### src/rtl/gpio_port_pkg.sv
// Purpose: Shared constants for the twenty-bit general-purpose port
// Assumes: Memory-mapped register access at the printed addresses
// Notes: Field layout is two bits per pin, pull-up above direction
package gpio_port_pkg;
    // ========================================
    // Register addresses
    localparam logic [31:0] OFS_CFG_LOW16 = 32'hFF80002C;
    localparam logic [31:0] OFS_DATA_LOW16 = 32'hFF800030;
    localparam logic [31:0] OFS_CFG_HIGH4 = 32'hFF800040;
    localparam logic [31:0] OFS_DATA_HIGH4 = 32'hFF800044;
    localparam logic [31:0] OFS_PIN_IRQ_CTRL = 32'hFF800048;
    // ========================================
    // Group widths and field layout
    localparam int LOW_PINS = 16;
    localparam int HIGH_PINS = 4;
    localparam int ALL_PINS = 20;
    localparam int FIELD_W = 2;
    localparam int DIR_POS = 0;
    localparam int PUD_POS = 1;
    localparam int HIGH_CFG_W = 8;
    // ========================================
    // Reset values and access sizes
    localparam logic [31:0] CFG_LOW_RST = 32'h00000000;
    localparam logic [7:0] CFG_HIGH_RST = 8'h00;
    localparam logic [15:0] IRQ_CTRL_RST = 16'h0000;
    localparam logic [31:0] RDATA_RST = 32'h00000000;
    localparam logic [1:0] SIZE_8 = 2'h0;
    localparam logic [1:0] SIZE_16 = 2'h1;
    localparam logic [1:0] SIZE_32 = 2'h2;
    localparam logic [15:0] ZERO_16 = 16'h0000;
    localparam logic [23:0] ZERO_24 = 24'h000000;
    localparam logic [11:0] ZERO_12 = 12'h000;
endpackage

### src/rtl/pin_group.sv
// Purpose: Pin drivers, pull-up control and readback for one port group
// Assumes: Pin inputs synchronous to clk
// Notes: Output latch itself lives in the register file above
`timescale 1ns/1ps
`default_nettype none
module pin_group #(
    parameter int W = 16
) (
    // Clock and reset
    input wire logic clk,
    input wire logic nrst,
    // Configuration
    input wire logic [2*W-1:0] cfg,
    input wire logic [W-1:0] latch,
    input wire logic use_sel,
    // Pins
    input wire logic [W-1:0] pin_in,
    output logic [W-1:0] pin_out,
    output logic [W-1:0] pin_oe_n,
    output logic [W-1:0] pull_en,
    // Readback
    output logic [W-1:0] dir,
    output logic [W-1:0] rd_val
);
    // ========================================
    // Field decode
    logic [W-1:0] pud;
    logic [W-1:0] out_q;
    logic [W-1:0] oe_n_q;
    logic [W-1:0] pull_q;
    logic [W-1:0] smp_q;

    genvar i;
    generate
        for (i = 0; i < W; i++) begin : g_pin
            assign dir[i] = cfg[i*gpio_port_pkg::FIELD_W + gpio_port_pkg::DIR_POS];
            assign pud[i] = cfg[i*gpio_port_pkg::FIELD_W + gpio_port_pkg::PUD_POS];
        end
    endgenerate

    // ========================================
    // Pin drivers
    always_ff @(posedge clk or negedge nrst) begin
        if (!nrst) begin
            oe_n_q <= '1;
        end else begin
            oe_n_q <= ~(dir & {W{use_sel}});
        end
    end

    always_ff @(posedge clk or negedge nrst) begin
        if (!nrst) begin
            out_q <= '0;
        end else begin
            out_q <= latch & dir;
        end
    end

    // Pull-up never fights an output driver
    always_ff @(posedge clk or negedge nrst) begin
        if (!nrst) begin
            pull_q <= '0;
        end else begin
            pull_q <= ~pud & ~dir & {W{use_sel}};
        end
    end

    // ========================================
    // Input sampling and readback
    always_ff @(posedge clk or negedge nrst) begin
        if (!nrst) begin
            smp_q <= '0;
        end else begin
            smp_q <= pin_in;
        end
    end

    assign rd_val = (dir & latch) | (~dir & smp_q);
    assign pin_out = out_q;
    assign pin_oe_n = oe_n_q;
    assign pull_en = pull_q;

    // ========================================
    // Checks
    property p_pull_off_out;
        @(posedge clk) disable iff (!nrst)
        1 |=> ((pull_q & $past(dir)) == '0);
    endproperty
    a_pull_off_out: assert property (p_pull_off_out)
        else $error("pull-up on an output pin");

    property p_pull_sel;
        @(posedge clk) disable iff (!nrst)
        $past(nrst) |-> (pull_q == $past(~pud & ~dir & {W{use_sel}}));
    endproperty
    a_pull_sel: assert property (p_pull_sel)
        else $error("pull-up does not follow its field");

    property p_no_drive_in;
        @(posedge clk) disable iff (!nrst)
        1 |=> ((~oe_n_q & ~$past(dir)) == '0);
    endproperty
    a_no_drive_in: assert property (p_no_drive_in)
        else $error("input pin is driven");

    property p_drive_val;
        @(posedge clk) disable iff (!nrst)
        1 |=> (((out_q ^ $past(latch)) & ~oe_n_q) == '0);
    endproperty
    a_drive_val: assert property (p_drive_val)
        else $error("driven level differs from latch");

    property p_rd_in;
        @(posedge clk) disable iff (!nrst)
        $past(nrst) |-> (((rd_val ^ $past(pin_in)) & ~dir) == '0);
    endproperty
    a_rd_in: assert property (p_rd_in)
        else $error("input readback is not the sampled pin");

    c_out_driven: cover property (@(posedge clk) disable iff (!nrst)
        (~oe_n_q != '0));
endmodule
`default_nettype wire

### src/rtl/twenty_bit_gpio_port.sv
// Purpose: Twenty-bit general-purpose port with pull-up and pin interrupt
// Assumes: NRST is the power-on reset; manual reset and standby keep state
// Notes: Reads answer one cycle after the strobe, with REG_RVALID
`timescale 1ns/1ps
`default_nettype none
module twenty_bit_gpio_port (
    // Clock and reset
    input wire logic CLK,
    input wire logic NRST,
    // Register access
    input wire logic [31:0] REG_ADDR,
    input wire logic REG_WR,
    input wire logic REG_RD,
    input wire logic [1:0] REG_SIZE,
    input wire logic [31:0] REG_WDATA,
    output logic [31:0] REG_RDATA,
    output logic REG_RVALID,
    output logic REG_ERR,
    // Port use select from bus control
    input wire logic PORT_USE_SEL,
    // Pins
    input wire logic [19:0] PIN_IN,
    output logic [19:0] PIN_OUT,
    output logic [19:0] PIN_OE_N,
    output logic [19:0] PIN_PULLUP,
    output logic PIN_IRQ
);
    // ========================================
    // Decode helpers
    function automatic logic hit(input logic [31:0] a, input logic [31:0] o);
        hit = (a == o);
    endfunction

    function automatic logic is_cfg(input logic [31:0] a);
        is_cfg = hit(a, gpio_port_pkg::OFS_CFG_LOW16) |
                 hit(a, gpio_port_pkg::OFS_CFG_HIGH4);
    endfunction

    function automatic logic mapped(input logic [31:0] a);
        mapped = is_cfg(a) | hit(a, gpio_port_pkg::OFS_DATA_LOW16) |
                 hit(a, gpio_port_pkg::OFS_DATA_HIGH4) |
                 hit(a, gpio_port_pkg::OFS_PIN_IRQ_CTRL);
    endfunction

    // Config wants a full word, the rest a halfword
    function automatic logic size_ok(input logic [31:0] a,
                                     input logic [1:0] s);
        if (is_cfg(a)) begin
            size_ok = (s == gpio_port_pkg::SIZE_32);
        end else begin
            size_ok = (s == gpio_port_pkg::SIZE_16);
        end
    endfunction

    // ========================================
    // State
    logic [31:0] cfg_low_q;
    logic [7:0] cfg_high_q;
    logic [15:0] latch_low_q;
    logic [3:0] latch_high_q;
    logic [15:0] irq_en_q;
    logic [31:0] rdata_q;
    logic [31:0] rdata_d;
    logic rvalid_q;
    logic err_q;
    logic irq_q;
    logic wr_ok;
    logic acc_bad;
    logic [15:0] rd_low;
    logic [3:0] rd_high;
    logic [15:0] dir_low;
    logic [3:0] dir_high;

    assign wr_ok = REG_WR & mapped(REG_ADDR) & size_ok(REG_ADDR, REG_SIZE);
    assign acc_bad = (REG_WR | REG_RD) & mapped(REG_ADDR) &
                     ~size_ok(REG_ADDR, REG_SIZE);

    // ========================================
    // Configuration registers
    // Only power-on reset reaches these; no manual reset input exists
    always_ff @(posedge CLK or negedge NRST) begin
        if (!NRST) begin
            cfg_low_q <= gpio_port_pkg::CFG_LOW_RST;
        end else if (wr_ok && hit(REG_ADDR, gpio_port_pkg::OFS_CFG_LOW16)) begin
            cfg_low_q <= REG_WDATA;
        end
    end

    always_ff @(posedge CLK or negedge NRST) begin
        if (!NRST) begin
            cfg_high_q <= gpio_port_pkg::CFG_HIGH_RST;
        end else if (wr_ok && hit(REG_ADDR, gpio_port_pkg::OFS_CFG_HIGH4)) begin
            cfg_high_q <= REG_WDATA[gpio_port_pkg::HIGH_CFG_W-1:0];
        end
    end

    always_ff @(posedge CLK or negedge NRST) begin
        if (!NRST) begin
            irq_en_q <= gpio_port_pkg::IRQ_CTRL_RST;
        end else if (wr_ok && hit(REG_ADDR, gpio_port_pkg::OFS_PIN_IRQ_CTRL)) begin
            irq_en_q <= REG_WDATA[15:0];
        end
    end

    // ========================================
    // Data latches
    // No reset on purpose: contents survive every reset kind
    always_ff @(posedge CLK) begin
        if (wr_ok && hit(REG_ADDR, gpio_port_pkg::OFS_DATA_LOW16)) begin
            latch_low_q <= REG_WDATA[15:0];
        end
    end

    always_ff @(posedge CLK) begin
        if (wr_ok && hit(REG_ADDR, gpio_port_pkg::OFS_DATA_HIGH4)) begin
            latch_high_q <= REG_WDATA[3:0];
        end
    end

    // ========================================
    // Pin groups
    pin_group #(
        .W(gpio_port_pkg::LOW_PINS)
    ) u_low (
        .clk(CLK),
        .nrst(NRST),
        .cfg(cfg_low_q),
        .latch(latch_low_q),
        .use_sel(PORT_USE_SEL),
        .pin_in(PIN_IN[15:0]),
        .pin_out(PIN_OUT[15:0]),
        .pin_oe_n(PIN_OE_N[15:0]),
        .pull_en(PIN_PULLUP[15:0]),
        .dir(dir_low),
        .rd_val(rd_low)
    );

    pin_group #(
        .W(gpio_port_pkg::HIGH_PINS)
    ) u_high (
        .clk(CLK),
        .nrst(NRST),
        .cfg(cfg_high_q),
        .latch(latch_high_q),
        .use_sel(PORT_USE_SEL),
        .pin_in(PIN_IN[19:16]),
        .pin_out(PIN_OUT[19:16]),
        .pin_oe_n(PIN_OE_N[19:16]),
        .pull_en(PIN_PULLUP[19:16]),
        .dir(dir_high),
        .rd_val(rd_high)
    );

    // ========================================
    // Read path
    always_comb begin
        rdata_d = gpio_port_pkg::RDATA_RST;
        if (REG_RD && size_ok(REG_ADDR, REG_SIZE)) begin
            if (hit(REG_ADDR, gpio_port_pkg::OFS_CFG_LOW16)) begin
                rdata_d = cfg_low_q;
            end else if (hit(REG_ADDR, gpio_port_pkg::OFS_CFG_HIGH4)) begin
                rdata_d = {gpio_port_pkg::ZERO_24, cfg_high_q};
            end else if (hit(REG_ADDR, gpio_port_pkg::OFS_DATA_LOW16)) begin
                rdata_d = {gpio_port_pkg::ZERO_16, rd_low};
            end else if (hit(REG_ADDR, gpio_port_pkg::OFS_DATA_HIGH4)) begin
                rdata_d = {gpio_port_pkg::ZERO_16, gpio_port_pkg::ZERO_12,
                           rd_high};
            end else if (hit(REG_ADDR, gpio_port_pkg::OFS_PIN_IRQ_CTRL)) begin
                rdata_d = {gpio_port_pkg::ZERO_16, irq_en_q};
            end
        end
    end

    always_ff @(posedge CLK or negedge NRST) begin
        if (!NRST) begin
            rdata_q <= gpio_port_pkg::RDATA_RST;
        end else begin
            rdata_q <= rdata_d;
        end
    end

    always_ff @(posedge CLK or negedge NRST) begin
        if (!NRST) begin
            rvalid_q <= 1'b0;
        end else begin
            rvalid_q <= REG_RD;
        end
    end

    // Wrong access size is dropped and flagged
    always_ff @(posedge CLK or negedge NRST) begin
        if (!NRST) begin
            err_q <= 1'b0;
        end else begin
            err_q <= acc_bad;
        end
    end

    // ========================================
    // Pin interrupt
    // Level only: stays up while any enabled pin is held low and PORT_USE_SEL is high
    always_ff @(posedge CLK or negedge NRST) begin
        if (!NRST) begin
            irq_q <= 1'b0;
        end else begin
            irq_q <= PORT_USE_SEL & |(irq_en_q & ~PIN_IN[15:0]);
        end
    end

    assign REG_RDATA = rdata_q;
    assign REG_RVALID = rvalid_q;
    assign REG_ERR = err_q;
    assign PIN_IRQ = irq_q;

    // ========================================
    // Checks
    property p_cfg_rst;
        @(posedge CLK) disable iff (!NRST)
        $rose(NRST) |-> (cfg_low_q == gpio_port_pkg::CFG_LOW_RST) &&
                        (cfg_high_q == gpio_port_pkg::CFG_HIGH_RST);
    endproperty
    a_cfg_rst: assert property (p_cfg_rst)
        else $error("configuration not cleared by reset");

    property p_high_cfg_zero;
        @(posedge CLK) disable iff (!NRST)
        REG_RD && size_ok(REG_ADDR, REG_SIZE) &&
        hit(REG_ADDR, gpio_port_pkg::OFS_CFG_HIGH4) |=>
            (REG_RDATA[31:8] == gpio_port_pkg::ZERO_24) &&
            (REG_RDATA[7:0] == $past(cfg_high_q));
    endproperty
    a_high_cfg_zero: assert property (p_high_cfg_zero)
        else $error("high configuration readback wrong");

    property p_rd_out;
        @(posedge CLK) disable iff (!NRST)
        REG_RD && size_ok(REG_ADDR, REG_SIZE) &&
        hit(REG_ADDR, gpio_port_pkg::OFS_DATA_LOW16) |=>
            ((REG_RDATA[15:0] & $past(dir_low)) ==
             ($past(latch_low_q) & $past(dir_low)));
    endproperty
    a_rd_out: assert property (p_rd_out)
        else $error("output readback is not the latch");

    property p_cfg_size;
        @(posedge CLK) disable iff (!NRST)
        REG_WR && hit(REG_ADDR, gpio_port_pkg::OFS_CFG_LOW16) &&
        (REG_SIZE != gpio_port_pkg::SIZE_32) |=>
            $stable(cfg_low_q) && REG_ERR;
    endproperty
    a_cfg_size: assert property (p_cfg_size)
        else $error("narrow configuration write was taken");

    property p_irq;
        @(posedge CLK) disable iff (!NRST)
        1 |=> (PIN_IRQ == ($past(PORT_USE_SEL) &&
                           (($past(irq_en_q) & ~$past(PIN_IN[15:0])) != 0)));
    endproperty
    a_irq: assert property (p_irq)
        else $error("pin interrupt does not follow enabled pins");

    property p_unused;
        @(posedge CLK) disable iff (!NRST)
        !PORT_USE_SEL |=> (PIN_OE_N == '1) && (PIN_PULLUP == '0);
    endproperty
    a_unused: assert property (p_unused)
        else $error("unused port still drives or pulls");

    property p_dir_high;
        @(posedge CLK) disable iff (!NRST)
        PORT_USE_SEL |=> (~PIN_OE_N[19:16] == $past(dir_high));
    endproperty
    a_dir_high: assert property (p_dir_high)
        else $error("high group driver does not follow direction");

    property p_dir_low;
        @(posedge CLK) disable iff (!NRST)
        PORT_USE_SEL |=> (~PIN_OE_N[15:0] == $past(dir_low));
    endproperty
    a_dir_low: assert property (p_dir_low)
        else $error("low group driver does not follow direction");

    c_read_data: cover property (@(posedge CLK) disable iff (!NRST)
        REG_RD && hit(REG_ADDR, gpio_port_pkg::OFS_DATA_LOW16) ##1 REG_RVALID);
    c_irq: cover property (@(posedge CLK) disable iff (!NRST) $rose(PIN_IRQ));
    c_err: cover property (@(posedge CLK) disable iff (!NRST) REG_ERR);
endmodule
`default_nettype wire
### config.mk
export PLATFORM = sky130hd
export DESIGN_NAME = twenty_bit_gpio_port
export DESIGN_NICKNAME = d
export VERILOG_FILES = /design/src/rtl/gpio_port_pkg.sv /design/src/rtl/pin_group.sv /design/src/rtl/twenty_bit_gpio_port.sv
export SDC_FILE = /design/constraint.sdc
export NUM_CORES = 1
export LEC_CHECK = 0
export ABC_AREA = 0
export ABC_CLOCK_PERIOD_IN_PS = 1700
export BUFFER_PORTS_ARGS = -buffer_cell sky130_fd_sc_hd__buf_4
export CORE_UTILIZATION = 52
export DETAILED_ROUTE_END_ITERATION = 12
export PLACE_DENSITY = 0.9
export SLEW_MARGIN = 20
export SYNTH_ARGS = -nofsm -noshare
export SYNTH_HDL_FRONTEND = slang
export SYNTH_SLANG_ARGS = --single-unit
### constraint.sdc
create_clock -name CLK -period 1.7 [get_ports CLK]
set_input_delay 0.17 -clock CLK [delete_from_list [all_inputs] [get_ports CLK]]
set_output_delay 0.17 -clock CLK [all_outputs]
set_load 0.02 [all_outputs]
==> results.json, run 1 <==
{
  "ir_drop_v": 0.000728,
  "worst-setup-path-type": "input port to register",
  "holdCritPathClass": "input port to register",
  "synth-simple-area-share": 0.116,
  "track_usage": 0.307,
  "hold_path.startpoint": "REG_WR",
  "outcome": "finished clean",
  "synth_area_um2": 6990,
  "insertion_delay_ps": 440,
  "coreArea_um2": 13200,
  "drt_iter0_drc": 451,
  "syn_nets": 589,
  "avgRoutedWirePerCell_um": 21.1,
  "diodes": 0,
  "syn_inst": 498,
  "rows": 42,
  "io_pins": 186,
  "max_slew_margin": 0.670,
  "synthAdderAreaFrac": 0,
  "yosys_register_bits": 191,
  "ys_seq_area_frac": 0.701,
  "worstMarginPinSlew_ps": 494,
  "dp_cells": 879,
  "grt_antenna_before_repair": 0,
  "cp-startpoint": "REG_ADDR[7]",
  "nNetsFinal": 867,
  "syn-mean-instance-area_um2": 14.0,
  "skew_ps": 8.59,
  "grt_pass1_vias": 5744,
  "ys_warn_count": 0,
  "port_buffers": 185,
  "setup_viol": 0,
  "start_kind": "input port",
  "viasPerCell": 5.54,
  "finalHoldViolations": 0,
  "vias": 5343,
  "setup_tns_ps": 0,
  "ys.flop_type": "dfrtp_1",
  "area_growth_pct": 45.1,
  "cts_setup_buffers": 0,
  "rsz0062_at_grt": "false",
  "finalCritPeriodShare": 0.969,
  "cts-root-buf": "clkbuf_16",
  "synth_xor_area_frac": 0.00125,
  "leakage_nw": 4.82,
  "die_w_um": 118,
  "ys_types": 45,
  "synthArstFlopShare": 0.895,
  "stdcell_count": 965,
  "htreeDepth": 4,
  "utilization": 0.769,
  "grt_first_pass_wirelength_um": 31800,
  "cp_max_fo": 16,
  "grt_start_max_net_pins": 49,
  "ant_nets": 0,
  "cts_tree": "built",
  "start_util": 0.530,
  "crit_arrival_ps": 1970,
  "globalplace.congestion": 0.858,
  "synth_compound_area_frac": 0.0802,
  "die_y_um": 118,
  "r2r_start": "cfg_low_q[4]",
  "final_common_cell": "buf_4",
  "cts_buffer_depth": 2,
  "numCtsBuffers": 17,
  "drc_errors": 0,
  "synthMuxAreaShare": 0.0757,
  "power_mw": 8.90,
  "layout_common_cells": "buf_4, dfrtp_1, dlygate4sd3_1",
  "p_per_area_nw_per_um2": 877,
  "clkTransAtPathRegs_ps": 70,
  "required_ps": 2020,
  "dp_hpwl_um": 12800,
  "min_period_ps": 1650,
  "max_cap_viol_count": 0,
  "clkSinkCount": 191,
  "slew_viol_final": 0,
  "die_area_um2": 13900,
  "max_freq_mhz": 607,
  "grt.overflow.total": 0,
  "dr.pass1.iters": 7,
  "wl_um": 20400,
  "synth_top_family_by_area": "simple AND/OR/NAND/NOR gates",
  "drive_gt1_frac": 0.421,
  "crit_path_end_kind": "register",
  "synth_edf_count": 20
}
## metal layers
metal / global-route usage / part of all wire / vias to the layer above
met5: 0 / 0 / -
met4: 0.139 / 0.025 / 0
met3: 0.0673 / 0.054 / 42
met2: 0.535 / 0.53 / 239
met1: 0.366 / 0.39 / 2755
li1: - / - / 2307
## power by group
group          total [mW]  internal, mW  switching [mW]
clock                3.61          1.91            1.70
sequential           4.68          4.66          0.0172
combinational       0.615         0.315           0.300
total                8.90          6.89            2.01
## synthesized netlist by cell type (2+ instances only)
master | count | area share
mux2_2 | 17 | 0.027
a22oi_1 | 9 | 0.0097
dfrtp_1 | 151 | 0.54
nor2b_1 | 9 | 0.0081
clkbuf_1 | 8 | 0.0043
o22ai_1 | 7 | 0.0063
nor3_4 | 2 | 0.0047
a221oi_1 | 2 | 0.0025
and2_1 | 37 | 0.033
nor4_1 | 5 | 0.0045
a22o_1 | 16 | 0.020
a222oi_1 | 3 | 0.0043
buf_2 | 6 | 0.0043
nor3_1 | 22 | 0.016
nor2_1 | 9 | 0.0048
mux2_1 | 30 | 0.048
inv_1 | 22 | 0.012
buf_6 | 2 | 0.0032
nand2_1 | 35 | 0.019
o21ai_0 | 11 | 0.0079
nand3b_1 | 2 | 0.0021
a31oi_1 | 9 | 0.0081
and3_1 | 2 | 0.0018
a21oi_1 | 16 | 0.011
nand4b_1 | 3 | 0.0038
buf_4 | 2 | 0.0021
edfxtp_1 | 20 | 0.086
nand2b_1 | 3 | 0.0027
or4b_1 | 3 | 0.0043
dfstp_2 | 20 | 0.075
## cell families after synthesis
group / after synthesis
XOR/XNOR: 1
AND/OR/NAND/NOR: 141
flip-flops: 191
buffers and inverters: 40
multiplexers: 47
AO/OA/AOI/OAI: 78
## state kept, by name (all words and copies together) (netlist names), 4 cells and up
name and cells:
REG_RDATA 32, u_high.pin_out 4, irq_en_q 16, cfg_low_q 32
u_low.smp_q 16, u_low.pull_en 16, cfg_high_q 8, u_low.pin_out 16
latch_low_q 16, u_low.pin_oe_n 16, u_high.pin_oe_n 4, u_high.pull_en 4
latch_high_q 4, u_high.smp_q 4
## path summary, 6_finish.rpt
kind,to,slack (ps),depth (start not counted)
min,REG_ERR,90,3
min reg2reg,u_low.pull_en[15],450,1
max reg2reg,REG_RDATA[2],190,3
max in group asynchronous,u_low.pin_oe_n[12],730,3
min in group asynchronous,cfg_low_q[20],260,2
max,irq_en_q[15],50,8
## cell type report
class	instances	area, um2
clock inverter	9	62.6
timing repair buffer	277	2330
fill	710	3040
inverter	22	82.6
clock buffer	23	458
multi-input combinational	267	2090
tap	176	220
sequential	191	4900
## per-stage QoR
step | hold WS [ps] | setup WS [ps] | area [um2]
6_report | 88.8 | 53.2 | 10100
2_1_floorplan | -126 | -514 | 7200
3_5_place_dp | 145 | -445 | 9070
5_1_grt | 87.2 | 1.75 | 10100
3_3_place_gp | 137 | -378 | 9070
4_1_cts | 8.27 | 8.47 | 10100
## critical path: stages
cell	delay (ps)
buf_4	110
or4b_1	550
o22ai_1	180
and2b_1	240
buf_4	160
o2111ai_4	140
buf_12	190
a22o_1	220
## repair_timing
| item | 4_1_cts | 5_1_grt |
|---|---|---|
| hold endpoints to repair | 110 | 1 |
| gates resized for setup | 0 | 2 |
| hold buffers | 53 | 1 |
| endpoints found under the setup margin | 0 | 24 |
Note: power is estimated with default switching activity, not from simulation.
==> run 2: changes to the inputs <==
RECOVER_POWER = 25   (was unset)
==> run 2 against run 1 <==
  * Die area unchanged
  * Sequential power barely moved
  * First-iteration DRC count fell by 8.2%
==> results.json, run 2 (synthesis results as in run 1) <==
{
  "clkSinkCount": 191,
  "finalCritPeriodShare": 0.968,
  "leakage_nw": 4.72,
  "drc_errors": 0,
  "worstMarginPinSlew_ps": 500,
  "required_ps": 2020,
  "grt_antenna_before_repair": 0,
  "layout_common_cells": "buf_4, dfrtp_1, dlygate4sd3_1",
  "crit_path_end_kind": "register",
  "holdWs_ps": 92.5,
  "insertion_delay_ps": 430,
  "worst-setup-path-type": "input port to register",
  "coreArea_um2": 13200,
  "grt.busiest_layer": "met2",
  "fillers": 745,
  "dp_cells": 879,
  "finalHoldViolations": 0,
  "dp_hpwl_um": 12800,
  "crit_arrival_ps": 1970,
  "cts_tree": "built",
  "max_freq_mhz": 608,
  "holdCritPathClass": "input port to register",
  "ant_nets": 0,
  "diodes": 0,
  "cp_max_fo": 16,
  "critPathTopFamily": "simple AND/OR/NAND/NOR gates",
  "grt_pass1_vias": 5744,
  "io_pins": 186,
  "setup_tns_ps": 0,
  "cpMostUsedCell": "buf_4",
  "slew_viol_final": 0,
  "vias": 5308,
  "die_y_um": 118,
  "crit_slowest_cell": "or4b_1",
  "avgRoutedWirePerCell_um": 21.0,
  "area_growth_pct": 43.7,
  "port_buffers": 185,
  "cts-root-buf": "clkbuf_16",
  "start_util": 0.530,
  "setup_ws_ps": 54.9,
  "drive_gt1_frac": 0.389,
  "ir_drop_v": 0.000725,
  "clkTransAtPathRegs_ps": 70,
  "power_mw": 8.86,
  "grt_use_met1": 0.366,
  "die_w_um": 118,
  "dr.pass1.iters": 5,
  "wl_um": 20200,
  "pre_cts_ws_ps": -445,
  "max_slew_margin": 0.667,
  "cts_setup_buffers": 0,
  "rsz0062_at_grt": "false",
  "stdcell_count": 965,
  "met2_usage": 0.535,
  "min_period_ps": 1650,
  "critical_path_buf_inv_count": 3,
  "p_per_area_nw_per_um2": 881,
  "grt_first_pass_wirelength_um": 31800,
  "rows": 42,
  "globalplace.congestion": 0.858,
  "worstPathCellList": "buf_4, or4b_1, o22ai_1, and2b_1, buf_4, o2111ai_4, buf_12, a22o_1",
  "die_area_um2": 13900,
  "setup_viol": 0,
  "grt_start_max_net_pins": 49,
  "track_usage": 0.307,
  "start_kind": "input port",
  "drt_iter0_drc": 414,
  "seqCellArea_um2": 4900,
  "viasPerCell": 5.50,
  "cpPeakStageDelay_ps": 550,
  "cts_buffer_depth": 2,
  "htreeDepth": 4,
  "multi_input_area_um2": 2090,
  "nNetsFinal": 867,
  "final_common_cell": "buf_4",
  "max_cap_viol_count": 0,
  "numCtsBuffers": 17,
  "skew_ps": 7.70,
  "outcome": "finished clean",
  "use_met3": 0.0673,
  "grt.overflow.total": 0
}
[run 2: cell count changes in the layout (fill, tap and decap cells not counted), sizes merged]
cell	previous run	this run
buf	223	187
clkbuf	23	59
[run 2: area by class of cell]
cell class,count,share of cell area
flip-flops and latches,191,0.488
repair buffers,277,0.223
multi-input cells,267,0.208
inverters,22,0.00822
clock inverters,9,0.00622
clock buffers,23,0.0456
well taps,176,0.0219
[run 2: metrics by stage]
stage                      util  cell area, um2
after floorplan               -            7200
after global placement    0.688            9070
after detailed placement  0.688            9070
after CTS                 0.767           10100
after global routing      0.762           10100
final                     0.762           10100
[run 2: tightest hold or removal path: stages]
cell and delay (ps):
buf_4 160, nor2_1 90, nor4b_1 70
[run 2: routing by layer]
layer / vias to the layer above / wire length, um
met2: 252 / 10800
met3: 48 / 1200
li1: 2308 / -
met5: - / 0
met4: 0 / 574
met1: 2700 / 7710
[run 2: timing repair]
item	CTS	global route
endpoints found under the hold margin	110	1
setup endpoints to repair	0	24
resized for setup	0	2
hold buffers	53	1
[run 2: path summary, 6_finish.rpt]
kind,startpoint,to,slack (ps),cells past startpoint
setup / recovery,REG_ADDR[7],irq_en_q[15],50,8
setup reg to reg,cfg_low_q[4],REG_RDATA[2],200,3
min in group asynchronous,NRST,REG_RDATA[19],260,2
hold / removal,REG_WR,REG_ERR,90,3
max in group asynchronous,NRST,u_low.pin_oe_n[12],730,3
hold reg to reg,cfg_low_q[31],u_low.pull_en[15],450,1
[run 2: power by group]
part / total [mW] / internal, mW / switching (mW)
registers: 4.68 / 4.66 / 0.0173
clock network: 3.59 / 1.91 / 1.68
logic: 0.587 / 0.289 / 0.298
